`src/verilog/pcr_pkg.sv`:
```
// Constants shared by the class report and auto-class control register bank
`default_nettype none

package pcr_pkg;

  // ==========================================================
  // Command codes
  localparam logic [7:0] CMD_CLASS_BASE = 8'h4C; // Channel 1 class byte, 4 in a row
  localparam logic [7:0] CMD_AC_CTRL = 8'h50; // Auto-class control byte
  localparam logic [7:0] RST_BYTE = 8'h00; // Value of every byte after reset
  localparam logic [7:0] READ_UNMAPPED = 8'h00; // Answer to an unknown command

  // ==========================================================
  // Field positions
  localparam int ASSIGNED_LSB = 4; // Assigned class, bits 7-4
  localparam int PREVIOUS_LSB = 0; // Previous class, bits 3-0
  localparam int MAC_LSB = 4; // Manual request bits 7-4
  localparam int AAC_LSB = 0; // Adjust enable bits 3-0

  // ==========================================================
  // Class codes
  localparam logic [3:0] CODE_UNKNOWN = 4'h0; // Unknown / cleared
  localparam logic [3:0] CODE_PREV_CLASS0 = 4'h6; // Class 0, previous field only
  localparam logic [3:0] CODE_SS_CLASS5 = 4'h8; // Class 5 single signature; 6-8 follow
  localparam logic [3:0] CODE_DS_CLASS5 = 4'hD; // Class 5 dual signature
  localparam logic [3:0] NUM_CLASS0 = 4'h0; // Class number zero
  localparam logic [3:0] NUM_CLASS3 = 4'h3; // Stand-in for class 0 loads
  localparam logic [3:0] NUM_CLASS4 = 4'h4; // Highest 2-pair class
  localparam logic [3:0] NUM_CLASS5 = 4'h5; // Lowest 4-pair class
  localparam logic [3:0] NUM_CLASS8 = 4'h8; // Highest class

  // ==========================================================
  // Timing
  localparam int CLK_HZ = 100_000_000; // Device clock rate
  localparam int T_REPORT_MS = 5; // Longest delay to report class
  localparam int T_MAC_START_MS = 10; // Longest delay to start measurement
  localparam int T_MAC_CLEAR_MS = 1; // Longest delay to clear request
  localparam int REPORT_CYC = T_REPORT_MS * (CLK_HZ / 1000); // Rounded down
  localparam int MAC_START_CYC = T_MAC_START_MS * (CLK_HZ / 1000); // Rounded down
  localparam int MAC_CLEAR_CYC = T_MAC_CLEAR_MS * (CLK_HZ / 1000); // Rounded down

endpackage : pcr_pkg

`default_nettype wire
```
`src/verilog/pcr_class_report_regs.sv`:
```
// Class report registers and auto-class control for four channels
`timescale 1ns/1ps
`default_nettype none

module pcr_class_report_regs #(
  parameter int REPORT_CYC = pcr_pkg::REPORT_CYC, // Bound on class report delay
  parameter int MAC_START_CYC = pcr_pkg::MAC_START_CYC, // Bound on measurement start
  parameter int MAC_CLEAR_CYC = pcr_pkg::MAC_CLEAR_CYC // Bound on request clear
) (
  input wire logic ref_clk_i, // Device clock
  input wire logic srst_i, // Synchronous reset, high
  input wire logic cmd_wr_i, // Command write strobe
  input wire logic cmd_rd_i, // Command read strobe
  input wire logic [7:0] cmd_addr_i, // Command code
  input wire logic [7:0] cmd_wdata_i, // Write data byte
  output logic [7:0] rd_data_o, // Read data byte
  output logic rd_valid_o, // Read data valid pulse
  input wire logic [3:0] turn_on_i, // Channel turned on, pulse
  input wire logic [3:0] turn_off_i, // Channel turned off, pulse
  input wire logic [3:0][3:0] alloc_class_i, // Class number powered at
  input wire logic [3:0] manual_mode_i, // Channel in manual/diagnostic mode
  input wire logic [3:0] semi_auto_i, // Channel in semi-auto mode
  input wire logic [3:0] detection_enable_i, // Detection enabled
  input wire logic [3:0] class_enable_i, // Classification enabled
  input wire logic [3:0] finger_limited_i, // Only one finger given at turn-on
  input wire logic [3:0][3:0] prev_class_i, // Preceding 3-finger class number
  input wire logic [3:0] single_sig_i, // Port holds single-signature 4-pair load
  input wire logic [3:0] dual_sig_i, // Port holds dual-signature 4-pair load
  input wire logic [3:0] class_done_i, // Classification measured here, pulse
  input wire logic [3:0] acm_done_i, // Auto-class results updated, pulse
  output logic [3:0] class_complete_flag_o, // Class complete event, pulse
  output logic [3:0] acm_start_o, // Start auto-class measurement, pulse
  output logic [3:0] pcut_adjust_o, // Device adjusts power cut now, pulse
  output logic [3:0] autoclass_adjust_enable_o // Adjust enable bits
);

  // ==========================================================
  // Class encoder
  // Turns a class number into the register code; illegal numbers read unknown
  function automatic logic [3:0] enc_class(input logic [3:0] num, input logic dual, input logic prev_fmt);
    logic [3:0] code;
    code = pcr_pkg::CODE_UNKNOWN;
    if (num == pcr_pkg::NUM_CLASS0) begin
      code = prev_fmt ? pcr_pkg::CODE_PREV_CLASS0 : pcr_pkg::CODE_UNKNOWN;
    end else if (num <= pcr_pkg::NUM_CLASS4) begin
      code = num;
    end else if (dual && num == pcr_pkg::NUM_CLASS5) begin
      code = pcr_pkg::CODE_DS_CLASS5;
    end else if (!dual && num <= pcr_pkg::NUM_CLASS8) begin
      code = pcr_pkg::CODE_SS_CLASS5 + (num - pcr_pkg::NUM_CLASS5);
    end
    return code;
  endfunction : enc_class

  // Register file state
  logic [3:0] acls_reg [4]; // Assigned class fields
  logic [3:0] pcls_reg [4]; // Previous class fields
  logic mac_reg [4]; // Manual measurement requests
  logic aac_reg [4]; // Adjust enables
  logic pend_reg [4]; // Measurement started, awaiting results
  logic pwr_reg [4]; // Channel powered
  logic clsc_reg [4]; // Class complete pulse
  logic start_reg [4]; // Start pulse
  logic adj_reg [4]; // Adjust pulse

  // Write to the control byte this cycle
  logic ctrl_wr;
  assign ctrl_wr = cmd_wr_i && (cmd_addr_i == pcr_pkg::CMD_AC_CTRL);

  // ==========================================================
  // Per-channel logic
  for (genvar g = 0; g < 4; g++) begin : g_ch
    localparam int P = g ^ 1; // Partner channel of a 4-pair port
    logic [3:0] on_num; // Class number assigned at turn-on
    logic pair_upd; // Single-signature class result lands here
    logic [3:0] pair_num; // Class number from the measuring channel
    assign on_num = (alloc_class_i[g] == pcr_pkg::NUM_CLASS0) ? pcr_pkg::NUM_CLASS3 : alloc_class_i[g];
    assign pair_upd = single_sig_i[g] && !manual_mode_i[g] && (class_done_i[g] || class_done_i[P]);
    logic [3:0] pair_raw; // Class number as allocated on the measuring channel
    assign pair_raw = class_done_i[g] ? alloc_class_i[g] : alloc_class_i[P];
    // Class 0 loads run as class 3 on the paired path as well
    assign pair_num = (pair_raw == pcr_pkg::NUM_CLASS0) ? pcr_pkg::NUM_CLASS3 : pair_raw;

    // Powered tracking
    always_ff @(posedge ref_clk_i) begin
      if (srst_i || turn_off_i[g]) begin
        pwr_reg[g] <= 1'b0;
      end else if (turn_on_i[g]) begin
        pwr_reg[g] <= 1'b1;
      end
    end

    // Assigned class; off clears it ahead of any update
    always_ff @(posedge ref_clk_i) begin
      if (srst_i || turn_off_i[g]) begin
        acls_reg[g] <= pcr_pkg::CODE_UNKNOWN;
      end else if (pair_upd) begin
        acls_reg[g] <= enc_class(pair_num, 1'b0, 1'b0);
      end else if (turn_on_i[g] && manual_mode_i[g]) begin
        acls_reg[g] <= pcr_pkg::CODE_UNKNOWN;
      end else if (turn_on_i[g] && !single_sig_i[g]) begin
        acls_reg[g] <= enc_class(on_num, dual_sig_i[g], 1'b0);
      end
    end

    // Previous class, only kept under semi-auto with discovery running
    always_ff @(posedge ref_clk_i) begin
      if (srst_i || turn_off_i[g]) begin
        pcls_reg[g] <= pcr_pkg::CODE_UNKNOWN;
      end else if (turn_on_i[g]) begin
        if (finger_limited_i[g] && semi_auto_i[g] && detection_enable_i[g] && class_enable_i[g]) begin
          pcls_reg[g] <= enc_class(prev_class_i[g], dual_sig_i[g], 1'b1);
        end else begin
          pcls_reg[g] <= pcr_pkg::CODE_UNKNOWN;
        end
      end
    end

    // Class complete event only on the measuring channel
    always_ff @(posedge ref_clk_i) begin
      if (srst_i) begin
        clsc_reg[g] <= 1'b0;
      end else begin
        clsc_reg[g] <= class_done_i[g];
      end
    end

    // Manual request bit; turn-on discards a stale request
    always_ff @(posedge ref_clk_i) begin
      if (srst_i || turn_on_i[g] || turn_off_i[g]) begin
        mac_reg[g] <= 1'b0;
      end else if (ctrl_wr) begin
        mac_reg[g] <= cmd_wdata_i[pcr_pkg::MAC_LSB + g];
      end else if (acm_done_i[g] && pend_reg[g]) begin
        mac_reg[g] <= 1'b0;
      end
    end

    // Adjust enable bit
    always_ff @(posedge ref_clk_i) begin
      if (srst_i) begin
        aac_reg[g] <= 1'b0;
      end else if (ctrl_wr) begin
        aac_reg[g] <= cmd_wdata_i[pcr_pkg::AAC_LSB + g];
      end
    end

    // Measurement launch; one start per request, only while powered
    always_ff @(posedge ref_clk_i) begin
      if (srst_i || turn_on_i[g] || turn_off_i[g]) begin
        start_reg[g] <= 1'b0;
        pend_reg[g] <= 1'b0;
      end else begin
        start_reg[g] <= mac_reg[g] && pwr_reg[g] && !pend_reg[g] && !start_reg[g];
        if (start_reg[g]) begin
          pend_reg[g] <= 1'b1;
        end else if (acm_done_i[g] || !mac_reg[g]) begin
          pend_reg[g] <= 1'b0;
        end
      end
    end

    // Power cut adjust only when enabled; else host owns the threshold
    always_ff @(posedge ref_clk_i) begin
      if (srst_i) begin
        adj_reg[g] <= 1'b0;
      end else begin
        adj_reg[g] <= acm_done_i[g] && aac_reg[g] && pwr_reg[g];
      end
    end

    assign class_complete_flag_o[g] = clsc_reg[g];
    assign acm_start_o[g] = start_reg[g];
    assign pcut_adjust_o[g] = adj_reg[g];
    assign autoclass_adjust_enable_o[g] = aac_reg[g];

  end

  // ==========================================================
  // Read port
  // Reads are side-effect free; unknown commands read zero
  always_ff @(posedge ref_clk_i) begin
    if (srst_i) begin
      rd_data_o <= pcr_pkg::RST_BYTE;
      rd_valid_o <= 1'b0;
    end else begin
      rd_valid_o <= cmd_rd_i;
      if (cmd_rd_i) begin
        if (cmd_addr_i == pcr_pkg::CMD_AC_CTRL) begin
          rd_data_o <= {mac_reg[3], mac_reg[2], mac_reg[1], mac_reg[0],
                        aac_reg[3], aac_reg[2], aac_reg[1], aac_reg[0]};
        end else if (cmd_addr_i[7:2] == pcr_pkg::CMD_CLASS_BASE[7:2]) begin
          rd_data_o <= {acls_reg[cmd_addr_i[1:0]], pcls_reg[cmd_addr_i[1:0]]};
        end else begin
          rd_data_o <= pcr_pkg::READ_UNMAPPED;
        end
      end
    end
  end
endmodule : pcr_class_report_regs

`default_nettype wire

```
`config.mk`:
```
export PLATFORM = sky130hd
export DESIGN_NAME = pcr_class_report_regs
export DESIGN_NICKNAME = d
export VERILOG_FILES = /design/src/verilog/pcr_pkg.sv /design/src/verilog/pcr_class_report_regs.sv
export SDC_FILE = /design/constraint.sdc
export NUM_CORES = 1
export LEC_CHECK = 0
export BUFFER_PORTS_ARGS = -buffer_cell sky130_fd_sc_hd__buf_4
export CAP_MARGIN = 20
export CORE_UTILIZATION = 23
export CTS_CLUSTER_SIZE = 8
export DETAILED_ROUTE_END_ITERATION = 12
export PLACE_DENSITY = 0.42
export SYNTH_ARGS = -nofsm -noshare
export SYNTH_HDL_FRONTEND = slang
export SYNTH_SLANG_ARGS = --single-unit
```
`constraint.sdc`:
```
create_clock -name ref_clk_i -period 2.85 [get_ports ref_clk_i]
set_input_delay 0.1425 -clock ref_clk_i [delete_from_list [all_inputs] [get_ports ref_clk_i]]
set_output_delay 0.1425 -clock ref_clk_i [all_outputs]
set_load 0.03 [all_outputs]
```
==> impl_metrics.tcl <==
set metrics [dict create \
    status "completed" \
    utilization 0.293 \
    finalSetupViolations 0 \
    vdd_drop_max_v 0.000216 \
    post-route-period-util 0.783 \
    syn_nets 729 \
    diodes 0 \
    htree_levels 3 \
    cts_resized 0 \
    worstSetupEndpointType "flop" \
    fin_nets 813 \
    dpl_cell_area_um2 6290 \
    final_cell_mix "buf_4, nor2_1, nand2_1, edfxtp_1, inv_1" \
    synthCells 610 \
    dieArea_um2 23500 \
    p_leak_nw 2.72 \
    dp_hpwl_um 13600 \
    timing.fmax_mhz 448 \
    post_cts_buffers 0 \
    antenna_found_initial 0 \
    multi_input_area_um2 3030 \
    wl_um 16900 \
    gp_congestion 0.832 \
    syn_to_final_growth_pct 25.5 \
    die_h_um 153 \
    die_w_um 153 \
    final_area_um2 6620 \
    yosys.area.top_type "edfxtp_1" \
    clk_latency_ns 0.34 \
    drt_first_pass_iters 5 \
    grt_first_pass_wirelength_um 26800 \
    max_slew_margin 0.503 \
    synthTopCellsByArea "edfxtp_1, dfxtp_1, ha_1, nor2_1, mux4_2" \
    yosysSeqAreaShare 0.351 \
    wire_per_inst_um 17.2 \
    p_per_area_nw_per_um2 447 \
    hold_viol 0 \
    holdBufCountCts 0 \
    critical_path_class "input pin to flop" \
    synthArstFlopShare 0 \
    cts_buffers 9 \
    crit_fanout 8 \
    seq_area_um2 1850 \
    layout_commonest_cell "buf_4" \
    drtIter0Drc 257 \
    ioPinCount 121 \
    cts_tree "yes" \
    grt_start_max_net_pins 32 \
    grt_pass1_vias 4968 \
    rsz0062_at_grt "false" \
    start_util 0.234 \
    fillCellCount 2421 \
    clkTransAtPathRegs_ns 0.06 \
    layout-drive-gt1-share 0.232 \
    syn_avg_cell_area_um2 8.65 \
    cts_root_buffer "clkbuf_16" \
    gr-usage-met3 0.0238 \
    start_kind "input pin" \
    use_met2 0.260 \
    fin_setup_tns_ns 0 \
    drc_errors 0 \
    worst_pin_slew_ns 0.740 \
    vias 4941 \
    antenna_left 0 \
    grt.busiest_layer "met2" \
    ys.flop_type "edfxtp_1" \
    hold_path.class "input pin to flop" \
    grt_overflow 0 \
    clock_path_buffers 2 \
    synth_cell_types 65 \
    synth_top_area_share 0.268 \
    drv_slew 0 \
    cts.sinks 69 \
    syn-cell-area_um2 5280 \
    via_per_inst 5.02 \
    drv_cap 0 \
    coreArea_um2 22600 \
    clock_skew_ns 0.00770 \
    ys_ff_latch 69 \
    grt_util_met1 0.183 \
    num_rows 55 \
    fin_crit_ns 2.23 \
    cp.arrival_ns 2.31 \
    synth-edff-count 47 \
    globalRouteTotalUtil 0.146 \
    place.port_buffers 120 \
    yosys_warnings 0 \
    required_ns 2.93 \
]
per-stage QoR:
stage | total power, mW | setup WS (ns) | instances | hold WS, ns
6_report | 2.96 | 0.619 | 984 | 0.0723
2_1_floorplan | 1.51 | 0.524 | 610 | 0.266
3_3_place_gp | 1.74 | 0.368 | 968 | 0.411
4_1_cts | 2.99 | 0.666 | 984 | 0.0614
5_1_grt | 3.10 | 0.506 | 984 | 0.0758
3_5_place_dp | 1.75 | 0.310 | 968 | 0.413
path summary, 6_finish.rpt:
kind / start / to / slack, ns / depth (start not counted)
setup / recovery: alloc_class_i[9] / acls_reg[3][1] / 0.62 / 10
hold / removal: turn_on_i[2] / pwr_reg[2] / 0.07 / 2
setup reg to reg: start_reg[1] / pend_reg[1] / 1.57 / 1
hold reg to reg: start_reg[3] / start_reg[3] / 0.47 / 1
synth_stat cells (all sizes together) (4+ instances only):
library cell,count
nor2,62
nand2,53
edfxtp,47
inv,37
a21oi,36
clkbuf,30
o21ai,30
nor3,24
ha,23
dfxtp,22
buf,19
nand2b,17
nand3,15
nor2b,15
o22ai,13
a211oi,11
and2,11
a31oi,10
a21o,9
a311oi,9
mux4,9
mux2i,7
o21a,7
nor4,6
o31ai,6
and3,5
mux2,5
or4b,5
and4b,4
nor3b,4
nor4b,4
o211a,4
o32ai,4
or3,4
cell families after synthesis:
family / count (synthesis) / share of synthesized area
muxes: 21 / 0.0624
DFF: 69 / 0.351
buffers and inverters: 86 / 0.0750
and+or+nand+nor: 243 / 0.242
AOI/OAI and AO/OA: 167 / 0.214
xor gates and xnor gates: 1 / 0.00166
adders and majority gates: 23 / 0.0546
area by class of cell:
| cell class | count | share of cell area |
|---|---|---|
| clock buffer | 14 | 0.0446 |
| clock inverter | 2 | 0.00548 |
| inverter | 37 | 0.0210 |
| multi-input combinational | 455 | 0.457 |
| sequential | 69 | 0.280 |
| tap | 285 | 0.0538 |
| timing repair buffer | 122 | 0.138 |
where the power goes:
part	switching (mW)	total, mW	internal, mW
sequential	0.0239	1.14	1.11
combinational	0.337	0.594	0.257
clock	0.429	1.23	0.804
total	0.790	2.96	2.17
per-layer routing:
layer / vias up / wire [um]
met5: - / 0
met4: 0 / 203
met3: 16 / 573
met2: 122 / 8420
met1: 2373 / 7690
li1: 2430 / -
worst max-delay path, cell delays in order:
cell	delay, ns
buf_4	0.14
or2_2	0.35
nor3_1	0.23
o31ai_1	0.16
ha_1	0.31
and3b_1	0.20
a211oi_1	0.26
a311o_1	0.19
o22ai_1	0.09
a32o_1	0.23
No activity file was read; power rests on OpenSTA's default activity.
